File: src/rtl/bsc_pkg.sv
package bsc_pkg;

    // ----------------------------------------
    // register addresses
    // ----------------------------------------
    localparam logic [7:0]  CTRL_ADDR   = 8'hDD;
    localparam logic [15:0] RESULT_ADDR = 16'h11FF;

    // ----------------------------------------
    // control register fields
    // ----------------------------------------
    localparam int RUN_SYS_BIT   = 0;
    localparam int FINISHED_BIT  = 1;
    localparam int FAILED_BIT    = 2;
    localparam int RUN_POR_BIT   = 4;
    localparam int FORCE_FAC_BIT = 5;
    localparam logic [7:0] CTRL_RESET    = 8'h00;
    localparam logic [7:0] CTRL_WMASK    = 8'h33;

    // ----------------------------------------
    // result byte fields
    // ----------------------------------------
    localparam int PIN0_BIT     = 7;
    localparam int FAC_ERR_HI   = 4;
    localparam int FAC_ERR_LO   = 2;
    localparam int LATER_BIT    = 1;
    localparam int FIRST_BIT    = 0;
    localparam logic [7:0] RESULT_OK_A = 8'h00;
    localparam logic [7:0] RESULT_OK_B = 8'h80;
    localparam logic [7:0] RESULT_RESET = 8'h00;
    localparam logic [15:0] START_ADDR  = 16'h0000;

    // ----------------------------------------
    // program levels and boot states
    // ----------------------------------------
    typedef enum logic [1:0]
    {
        BSC_LVL_FACTORY = 2'h0,
        BSC_LVL_USER    = 2'h1,
        BSC_LVL_RUN     = 2'h2
    } bsc_level_t;

    typedef enum logic [4:0]
    {
        BSC_ST_IDLE     = 5'h01,
        BSC_ST_FACTORY  = 5'h02,
        BSC_ST_USER     = 5'h04,
        BSC_ST_FINISH   = 5'h08,
        BSC_ST_DONE     = 5'h10
    } bsc_state_t;

    // load results reported by the copy engine
    typedef struct packed
    {
        logic [2:0] factory_load_error;
        logic       later_block_error;
        logic       first_block_error;
    } bsc_load_result_t;

    // register access from the cpu side
    typedef struct packed
    {
        logic       wr;
        logic [7:0] wdata;
    } bsc_sfr_wr_t;

endpackage

File: src/rtl/bsc_boot_flags.sv
`timescale 1ns/1ps
`default_nettype none

module bsc_boot_flags
(
    input  wire logic                          clk,
    input  wire logic                          nrst,
    input  wire logic                          npor,
    input  wire logic                          boot_start,
    input  wire logic                          general_pin_zero,
    input  wire bsc_pkg::bsc_level_t           program_level,
    input  wire logic                          proceed_after_factory_flag,
    input  wire logic                          factory_load_done,
    input  wire logic                          user_load_done,
    input  wire bsc_pkg::bsc_load_result_t     load_result,
    input  wire bsc_pkg::bsc_sfr_wr_t          sfr_wr,
    output logic                               crystal_oscillator_en,
    output logic                               user_load_req,
    output logic                               factory_load_req,
    output logic [7:0]                         boot_control_flags,
    output logic [7:0]                         boot_result_byte,
    output logic                               boot_error,
    output logic                               branch_start,
    output logic [15:0]                        branch_addr
);

    // ----------------------------------------
    // boot sequencer
    // ----------------------------------------
    bsc_pkg::bsc_state_t state;
    bsc_pkg::bsc_state_t next_state;
    logic [7:0]          ctrl;
    logic [7:0]          next_ctrl;
    logic                force_fac;
    logic                next_force_fac;
    logic [7:0]          result;
    logic [7:0]          next_result;
    logic                xo_en;
    logic                next_xo_en;
    logic                fac_req;
    logic                next_fac_req;
    logic                usr_req;
    logic                next_usr_req;
    logic                err;
    logic                next_err;
    logic                branch;
    logic                next_branch;
    logic                run_req;
    logic                stop_after_fac;

    // bit 5 lives in a power-on domain: only npor clears it, so a system reset keeps factory behaviour
    always_comb
    begin
        next_force_fac = force_fac;
        // sticky factory mode
        // set-only: a later write of zero must not undo factory mode before power is cycled
        if (sfr_wr.wr && sfr_wr.wdata[bsc_pkg::FORCE_FAC_BIT])
        begin
            next_force_fac = 1'b1;
        end
    end

    always_ff @(posedge clk or negedge npor)
    begin
        if (!npor)
        begin
            force_fac <= 1'b0;
        end
        else
        begin
            force_fac <= next_force_fac;
        end
    end

    // run bit ignored at run level
    assign run_req = (ctrl[bsc_pkg::RUN_SYS_BIT] | ctrl[bsc_pkg::RUN_POR_BIT])
                     && (program_level != bsc_pkg::BSC_LVL_RUN);

    assign stop_after_fac = (program_level == bsc_pkg::BSC_LVL_FACTORY)
                            || ((program_level == bsc_pkg::BSC_LVL_USER)
                                && (force_fac || !proceed_after_factory_flag));

    always_comb
    begin
        next_state   = state;
        next_ctrl    = ctrl;
        next_result  = result;
        next_xo_en   = xo_en;
        next_fac_req = 1'b0;
        next_usr_req = 1'b0;
        next_err     = err;
        next_branch  = 1'b0;
        // reserved bits and the failed status bit not writable; the finished bit is
        if (sfr_wr.wr)
        begin
            next_ctrl = (ctrl & ~bsc_pkg::CTRL_WMASK) | (sfr_wr.wdata & bsc_pkg::CTRL_WMASK);
        end
        unique case (state)
            bsc_pkg::BSC_ST_IDLE:
            begin
                if (boot_start)
                begin
                    next_result = bsc_pkg::RESULT_RESET;
                    next_result[bsc_pkg::PIN0_BIT] = general_pin_zero;
                    next_ctrl[bsc_pkg::FINISHED_BIT] = 1'b0;
                    next_xo_en   = 1'b1;
                    next_fac_req = 1'b1;
                    next_state   = bsc_pkg::BSC_ST_FACTORY;
                end
            end
            bsc_pkg::BSC_ST_FACTORY:
            begin
                if (factory_load_done)
                begin
                    next_result[bsc_pkg::FAC_ERR_HI:bsc_pkg::FAC_ERR_LO] = load_result.factory_load_error;
                    if (stop_after_fac)
                    begin
                        next_state = bsc_pkg::BSC_ST_FINISH;
                    end
                    else
                    begin
                        next_usr_req = 1'b1;
                        next_state   = bsc_pkg::BSC_ST_USER;
                    end
                end
            end
            bsc_pkg::BSC_ST_USER:
            begin
                if (user_load_done)
                begin
                    next_result[bsc_pkg::LATER_BIT] = load_result.later_block_error;
                    next_result[bsc_pkg::FIRST_BIT] = load_result.first_block_error;
                    next_state = bsc_pkg::BSC_ST_FINISH;
                end
            end
            bsc_pkg::BSC_ST_FINISH:
            begin
                next_ctrl[bsc_pkg::FAILED_BIT] = (result != bsc_pkg::RESULT_OK_A);
                next_err = (result != bsc_pkg::RESULT_OK_A) && (result != bsc_pkg::RESULT_OK_B);
                next_ctrl[bsc_pkg::FINISHED_BIT] = 1'b1;
                next_branch = run_req;
                next_state  = bsc_pkg::BSC_ST_DONE;
            end
            bsc_pkg::BSC_ST_DONE:
            begin
                next_state = bsc_pkg::BSC_ST_DONE;
            end
            default:
            begin
                next_state = bsc_pkg::BSC_ST_IDLE;
            end
        endcase
        next_ctrl[bsc_pkg::FORCE_FAC_BIT] = 1'b0;
    end

    always_ff @(posedge clk or negedge nrst)
    begin
        if (!nrst)
        begin
            state   <= bsc_pkg::BSC_ST_IDLE;
            ctrl    <= bsc_pkg::CTRL_RESET;
            result  <= bsc_pkg::RESULT_RESET;
            xo_en   <= 1'b0;
            fac_req <= 1'b0;
            usr_req <= 1'b0;
            err     <= 1'b0;
            branch  <= 1'b0;
        end
        else
        begin
            state   <= next_state;
            ctrl    <= next_ctrl;
            result  <= next_result;
            xo_en   <= next_xo_en;
            fac_req <= next_fac_req;
            usr_req <= next_usr_req;
            err     <= next_err;
            branch  <= next_branch;
        end
    end

    // ----------------------------------------
    // outputs
    // ----------------------------------------
    // force bit comes from its own power-on flop; no gate sits on the read path
    assign boot_control_flags    = {2'b00, force_fac, ctrl[4:0]};
    assign boot_result_byte      = result;
    assign crystal_oscillator_en = xo_en;
    assign factory_load_req      = fac_req;
    assign user_load_req         = usr_req;
    assign boot_error            = err;
    assign branch_start          = branch;
    assign branch_addr           = bsc_pkg::START_ADDR;

    // ----------------------------------------
    // checks
    // ----------------------------------------
    a_fail_flag_tracks: assert property (@(posedge clk) disable iff (!nrst)
        (state == bsc_pkg::BSC_ST_FINISH) |=> (ctrl[bsc_pkg::FAILED_BIT] == ($past(result) != 8'h00)))
        else $error("failed flag does not follow result byte");

    a_finish_sets_done: assert property (@(posedge clk) disable iff (!nrst)
        (state == bsc_pkg::BSC_ST_FINISH) |=> ctrl[bsc_pkg::FINISHED_BIT] ##1 ctrl[bsc_pkg::FINISHED_BIT])
        else $error("finished flag not set at end of boot");

    a_branch_when_run: assert property (@(posedge clk) disable iff (!nrst)
        (state == bsc_pkg::BSC_ST_FINISH && run_req) |=> branch_start && branch_addr == 16'h0000)
        else $error("no branch with run bit set");

    a_run_level_ignore: assert property (@(posedge clk) disable iff (!nrst)
        (program_level == bsc_pkg::BSC_LVL_RUN) |-> !run_req)
        else $error("run bit honoured at run level");

    a_pin_sampled: assert property (@(posedge clk) disable iff (!nrst)
        (state == bsc_pkg::BSC_ST_IDLE && boot_start) |=> result[7] == $past(general_pin_zero) && xo_en)
        else $error("pin not sampled at boot start");

    a_factory_code: assert property (@(posedge clk) disable iff (!nrst)
        (state == bsc_pkg::BSC_ST_FACTORY && factory_load_done)
        |=> result[4:2] == $past(load_result.factory_load_error))
        else $error("factory error code not stored");

    a_force_stops: assert property (@(posedge clk) disable iff (!nrst)
        (state == bsc_pkg::BSC_ST_FACTORY && factory_load_done && force_fac
         && program_level == bsc_pkg::BSC_LVL_USER) |=> state == bsc_pkg::BSC_ST_FINISH && !usr_req)
        else $error("user load despite force bit");

    a_error_values: assert property (@(posedge clk) disable iff (!nrst)
        (state == bsc_pkg::BSC_ST_FINISH) |=> err == ($past(result) != 8'h00 && $past(result) != 8'h80))
        else $error("boot error value wrong");

    a_reserved_zero: assert property (@(posedge clk) disable iff (!nrst)
        boot_control_flags[7:6] == 2'b00 && boot_control_flags[3] == 1'b0 && result[6:5] == 2'b00)
        else $error("reserved bit reads nonzero");

    a_later_block_code: assert property (@(posedge clk) disable iff (!nrst)
        (state == bsc_pkg::BSC_ST_USER && user_load_done)
        |=> result[1] == $past(load_result.later_block_error))
        else $error("later block error not stored");

    a_first_block_code: assert property (@(posedge clk) disable iff (!nrst)
        (state == bsc_pkg::BSC_ST_USER && user_load_done)
        |=> result[0] == $past(load_result.first_block_error))
        else $error("first block error not stored");

    a_por_run_alike: assert property (@(posedge clk) disable iff (!nrst)
        (state == bsc_pkg::BSC_ST_FINISH && ctrl[bsc_pkg::RUN_POR_BIT]
         && program_level != bsc_pkg::BSC_LVL_RUN) |=> branch_start)
        else $error("power-on run bit not honoured");

    a_force_over_proceed: assert property (@(posedge clk) disable iff (!nrst)
        (state == bsc_pkg::BSC_ST_FACTORY && factory_load_done && force_fac && proceed_after_factory_flag
         && program_level == bsc_pkg::BSC_LVL_USER) |=> state == bsc_pkg::BSC_ST_FINISH && !usr_req)
        else $error("proceed flag beat force bit");

    a_user_proceeds: assert property (@(posedge clk) disable iff (!nrst)
        (state == bsc_pkg::BSC_ST_FACTORY && factory_load_done && !force_fac && proceed_after_factory_flag
         && program_level == bsc_pkg::BSC_LVL_USER) |=> state == bsc_pkg::BSC_ST_USER && usr_req)
        else $error("user load missing without force bit");

    a_xo_off_idle: assert property (@(posedge clk) disable iff (!nrst)
        (state == bsc_pkg::BSC_ST_IDLE) |-> !xo_en)
        else $error("oscillator on before pin sample");

    // only power-on reset may drop the force bit
    a_force_sticky: assert property (@(posedge clk) disable iff (!npor)
        force_fac |=> force_fac)
        else $error("force bit lost without power cycle");

    a_fail_not_soft: assert property (@(posedge clk) disable iff (!nrst)
        (sfr_wr.wr && state != bsc_pkg::BSC_ST_FINISH)
        |=> ctrl[bsc_pkg::FAILED_BIT] == $past(ctrl[bsc_pkg::FAILED_BIT]))
        else $error("failed flag changed by a write");

endmodule

`default_nettype wire

File: config.mk
export PLATFORM = sky130hd
export DESIGN_NAME = bsc_boot_flags
export DESIGN_NICKNAME = d
export VERILOG_FILES = /design/src/rtl/bsc_pkg.sv /design/src/rtl/bsc_boot_flags.sv
export SDC_FILE = /design/constraint.sdc
export NUM_CORES = 1
export LEC_CHECK = 0
export BUFFER_PORTS_ARGS = -buffer_cell sky130_fd_sc_hd__clkbuf_2
export CORE_MARGIN = 3
export CORE_UTILIZATION = 40
export DETAILED_ROUTE_END_ITERATION = 10
export PLACE_DENSITY = 0.82
export SYNTH_ARGS = -nofsm -noshare
export SYNTH_HDL_FRONTEND = slang
export SYNTH_SLANG_ARGS = --single-unit
File: constraint.sdc
create_clock -name clk -period 2.2 [get_ports clk]
set_input_delay 0.33 -clock clk [delete_from_list [all_inputs] [get_ports clk]]
set_output_delay 0.33 -clock clk [all_outputs]
set_load 0.1 [all_outputs]
* Yosys cells after proc, flatten, opt, wreduce, memory -nomap -nowiden
Index checks and enable logic that the tools add are counted.
** Cells by class
- Reduce and logical (&&, ||, !) cells :: 17
- Muxes and demuxes :: 20
- Bitwise operators :: 2
- Eq/ne operators :: 11
** Operators by type and width (number)
- $mux W5 :: 4
- $pmux W5 S4 :: 1
- $reduce_and A3 Y1 :: 3
- $mux W1 :: 8
- $ne A2 B2 Y1 const B :: 4
- $or A8 B6 Y8 :: 1
- $reduce_bool A8 Y1 :: 1
- $mux W3 :: 2
- $ne A6 B6 Y1 const B :: 1
- $pmux W3 S2 :: 1
- $reduce_bool A2 Y1 :: 3
- $eq A5 B1 Y1 const B :: 1
- $eq A5 B2 Y1 const B :: 1
- $eq A5 B3 Y1 const B :: 1
- $eq A5 B4 Y1 const B :: 1
- $eq A5 B5 Y1 const B :: 1
- $logic_and A1 B1 Y1 :: 4
- $mux W4 :: 1
- $pmux W2 S2 :: 1
- $eq A2 B1 Y1 const B :: 1
- $logic_not A2 Y1 :: 1
- $logic_or A1 B1 Y1 :: 2
- $mux W2 :: 1
- $pmux W1 S2 :: 1
- other kinds (4) :: 4
** Storage, ports and cells
- Output and inout port bits :: 37
- Logic and storage cells :: 63
- Register bits after elaboration :: 24
- Input port bits :: 24

* Depth between registers and ports, before layout
- Depth in word-level cells :: 7
- Gate-level depth with buffers :: 7
- Mapped depth without buffers :: 5

* Worst setup path before layout
Ideal clock, no wire load.
- Path kind :: register to register
- From :: register result[0] (netlist: boot_result_byte[0])
- To :: register ctrl[2]
- Path buffers :: 0
- Cell stages (with the launch flop) :: 4
- Clock period less this slack :: 1722 ps
- Arrival :: 1592 ps
- Required time :: 2070 ps
- Slack :: 478 ps
- Library setup time :: 130 ps
- Cells stage by stage :: dfrtp_1 > or4_1 > nor3_1 > o21ai_0
** On the way
- Longest elaborated chain between the ends :: 2
** RTL lines
- start, declared :: RTL line bsc_boot_flags.sv:36 : logic [7:0] result;
- start signal, assigned :: RTL line bsc_boot_flags.sv:162 : result <= bsc_pkg::RESULT_RESET;
- start signal, assigned :: RTL line bsc_boot_flags.sv:173 : result <= next_result;
- $reduce_bool A8 Y1 :: RTL line bsc_boot_flags.sv:138 : next_ctrl[bsc_pkg::FAILED_BIT] = (result != bsc_pkg::RESULT_OK_A);
- $mux W1 :: RTL line bsc_boot_flags.sv:98 : unique case (state)
- end signal, assigned :: RTL line bsc_boot_flags.sv:161 : ctrl <= bsc_pkg::CTRL_RESET;
- end signal, assigned :: RTL line bsc_boot_flags.sv:172 : ctrl <= next_ctrl;
- end, declared :: RTL line bsc_boot_flags.sv:32 : logic [7:0] ctrl;
No other way between the ends.
A chain may end at the register's enable or synchronous reset.

* Worst setup path in the final report
- From :: register state[1]
- To :: register result[1] (netlist: boot_result_byte[1])
** On the way
- Longest elaborated chain between the ends :: 3
- Elaborated cells on any way between the ends :: 7
- Classes of those cells :: eq/ne (4); mux (1); reduce/logical (2)
** RTL lines
- start, declared :: RTL line bsc_boot_flags.sv:30 : bsc_pkg::bsc_state_t state;
- start signal, assigned :: RTL line bsc_boot_flags.sv:160 : state <= bsc_pkg::BSC_ST_IDLE;
- start signal, assigned :: RTL line bsc_boot_flags.sv:171 : state <= next_state;
- $eq A5 B3 Y1 or $eq A5 B1 Y1 (tied branches) :: RTL line bsc_boot_flags.sv:98
- $ne A2 B2 Y1 (no line) or $reduce_bool A2 Y1 (tied branches)
- $reduce_and A3 Y1 (no line)
Several ways; a longest one is shown, not always the timed one.

==> results by group <==
Synth
  • Largest family of logic cells by synthesized area: buffers and inverters
  • Yosys Warn Count: 0
  • Post-synthesis adder-cell area fraction: 0%
  • Commonest register cell after synthesis: dfrtp_1
  • Async S/R FF share, synth: between 90% and 100%
  • Compound-Gate Fraction of Synth Area: a little under a tenth
  • Synth Instances: ~110
  • Mapped Area: 1150 µm²
  • Fraction of the yosys area taken by sequential cells: a little under half
  • EDFF count, synth: 0
  • Mux cell area share after synthesis: between 10% and 20%
  • Library cells used by synthesis: 31
  • Flops & latches, synth: 21
  • Simple-gate share of the synthesized area: between 10% and 20%
  • Syn_area_per_cell: 10.9 µm²
  • Xor and xnor area share after synthesis: less than 1%

Die
  • # IOs: between 60 and 70
  • Die Y: between 50 and 60 µm
  • Die area: around 3600 µm²
  • Initial Util: around 44%
  • DIE WIDTH: 59.6 µm
  • Core area: approximately 2600 µm²
  • Core Rows: 18

Power
  • Pint: ~760 µW
  • Power per cell area: around 1400 nW/µm²
  • P_sw: around 1.1 mW
  • Pwr Total: 1.81 mW
  • Clk network pwr share: between 10% and 20%
  • Leak: roughly 0.68 nW
  • Worst VDD drop: about 0.0011 V
  • Sequential share of power: ~30%
  • Sw frac: about three fifths
  • Combinational Power Share: between 50% and 60%

Place
  • Number of port buffers: 35
  • Placer Congestion: about 0.76
  • Area after DPL: between 1000 and 1500 µm²
  • Dpl cells: between 150 and 200
  • Hpwl dp: 1860 µm
  • Worst slack, placed: about 600 ps

Clock tree
  • Worst-path clk slew: roughly 120 ps
  • CTS tree: yes
  • Clock Path Buffers: 2
  • CTS buffer count: 3
  • Clock Latency Late Sink: between 300 and 400 ps
  • Clock root cell: clkbuf_4
  • PostCTS Resize Cnt: 0
  • Setup Buffers After CTS: 0
  • H-tree depth: 1
  • TritonCTS Sinks: 21

Worst setup path
  • R2R cell count: 4
  • Critical path type: reg2reg
  • CP required: approximately 2400 ps
  • Crit-path max FO: 6
  • Critical path launch point type: flip-flop
  • Reg2reg start: state[1]
  • Crit. End Element: flip-flop
  • WP data arrival: between 1500 and 2000 ps
  • Reg2Reg Capture Point: boot_result_byte[1]
  • Reg2reg setup slack: a little under 600 ps

GRT
  • Gr ovfl total: 0
  • Largest net degree at the start of global routing: 21
  • Initial antenna violation count: 0
  • GRT Util Overall: 14.3%
  • Vias in the first global route: 866
  • First-pass GRT wire length: between 3000 and 4000 µm

Drt
  • Vias per cell: 4.97
  • Antenna Violating Nets Remaining: 0
  • Drt drc: 0
  • Drt pass-1 iters: 4
  • Routed via count: approximately 860
  • Total Wirelength: 2320 µm
  • Initial DRC count: 5
  • Avg WL per Cell: 13.5 µm

Final layout
  • Area growth from synthesis to layout: 13.4%
  • Multi-input gate area: 503 µm²
  • Storage cell area: 527 µm²
  • Cell Count, Final, Fillers Out: around 170
  • Layout fillers: between 200 and 250
  • Fin area: 1310 µm²
  • Ratio of cells with drive above 1 in the final layout: 39.4%
  • Final core utilization: ~50%
  • Net count, final: 167
  • Antenna Cells: 0

Timing
  • Tmin final: between 1500 and 2000 ps
  • Peak Freq: slightly above 600 MHz
  • RSZ-0062 raised after global routing: no
  • Slew @ Worst Pin: roughly 550 ps
  • Final setup margin: between 500 and 600 ps
  • Final Setup Violations: 0
  • Fin. Hold Viols: 0
  • Period utilization: 73.8%
  • Rel. slew slack: 63.3%
  • Max Transition Viols Final: 0
  • Skew final: 0.594 ps
  • Final setup TNS: 0 ps
  • Hold slack: between 200 and 250 ps

Run
  • MaxCap Viol Count: 0

Hold path
  • Hold path startpoint: sfr_wr[5]
  • Hold Crit Endpoint: force_fac
  • Hold Path Class: in2reg
  • Hold Path Depth: 2

Status
  • Status: finished clean
==> critical path: stages (launching register included) <==
cell and delay (ps):
dfrtp_1 440, or2_4 290, nor4b_4 390, mux2i_1 170, a32o_1 240
==> timing repair <==
| item | 4_1_cts | 5_1_grt |
|---|---|---|
| hold buffers | 2 | 0 |
| hold endpoints to repair | 20 | 0 |
| setup endpoints to repair | 0 | 0 |
==> cell usage after synthesis, types with 2 or more instances <==
master,count,area [µm²]
mux2i_1,4,40.0
o21ai_0,6,30.0
nor2_1,5,18.8
nand3b_1,2,15.0
and3_1,2,12.5
nor3_1,2,10.0
nand2_1,6,22.5
buf_4,23,173
mux2_2,9,101
inv_1,3,11.3
dfrtp_1,20,500
a32o_1,5,50.1
==> state kept, by name, indices dropped and copies added, names as in the netlist <==
register               flops
boot_error                 1
boot_result_byte           6
branch_start               1
crystal_oscillator_en      1
ctrl                       4
factory_load_req           1
force_fac                  1
state                      5
user_load_req              1
==> cell usage in the layout, fill, tap and decap left out, types with 2 or more instances in the layout <==
cell type / count
o21ai_0: 6
clkbuf_4: 3
mux2i_1: 4
dlygate4sd3_1: 2
nor2_1: 5
nand3b_1: 2
conb_1: 21
a32o_1: 5
nor3_1: 2
clkbuf_2: 35
mux2_2: 9
nand2_1: 6
dfrtp_1: 20
inv_1: 3
and3_1: 2
==> routing by layer <==
metal	vias up	track usage [%]	wire (µm)	share of wire, %
li1	394	-	-	-
met1	414	18.2	928	40
met2	40	23.9	1170	50
met3	7	2.18	171	7.4
met4	0	6.33	52	2.2
met5	-	0	0	0
==> power groups by stage <==
| stage | logic, mW | clock network, mW | registers (mW) |
|---|---|---|---|
| 4_1_cts | 1.07 | 0.191 | 0.558 |
| 5_1_grt | 1.12 | 0.210 | 0.578 |
| 2_1_floorplan | 0.471 | 0 | 1.03 |
| 6_report | 1.06 | 0.191 | 0.559 |
| 3_5_place_dp | 1.06 | 0 | 0.567 |
| 3_3_place_gp | 1.04 | 0 | 0.556 |
==> worst max path at each step <==
stage,startpoint,cells after the start,slack (ps),endpoint
3_3_place_gp,state[4],5,670,boot_result_byte[7]
6_report,state[1],4,580,boot_result_byte[1]
2_1_floorplan,boot_result_byte[0],3,480,ctrl[2]
5_1_grt,state[1],4,470,boot_result_byte[1]
4_1_cts,state[1],4,580,boot_result_byte[1]
3_5_place_dp,state[1],4,600,boot_result_byte[1]
==> cell type report <==
| type | count | area share (%) |
|---|---|---|
| Tap cell | 30 | 2.88 |
| Timing Repair Buffer | 37 | 15.0 |
| Inverter | 4 | 1.15 |
| Clock inverter | 1 | 0.384 |
| Sequential cell | 21 | 40.4 |
| Clock buffer | 3 | 1.73 |
| Multi-Input combinational cell | 76 | 38.5 |
==> cells by family (layout without fill, tap and decap cells) <==
logic type / after synthesis / in the layout
AND/OR/NAND/NOR: 26 / 26
buffers and inverters: 29 / 45
multiplexers: 13 / 13
other: 1 / 21
XOR/XNOR: 1 / 1
flip-flops: 21 / 21
AO/OA/AOI/OAI: 15 / 15
No activity file was read; power rests on OpenSTA's default activity.
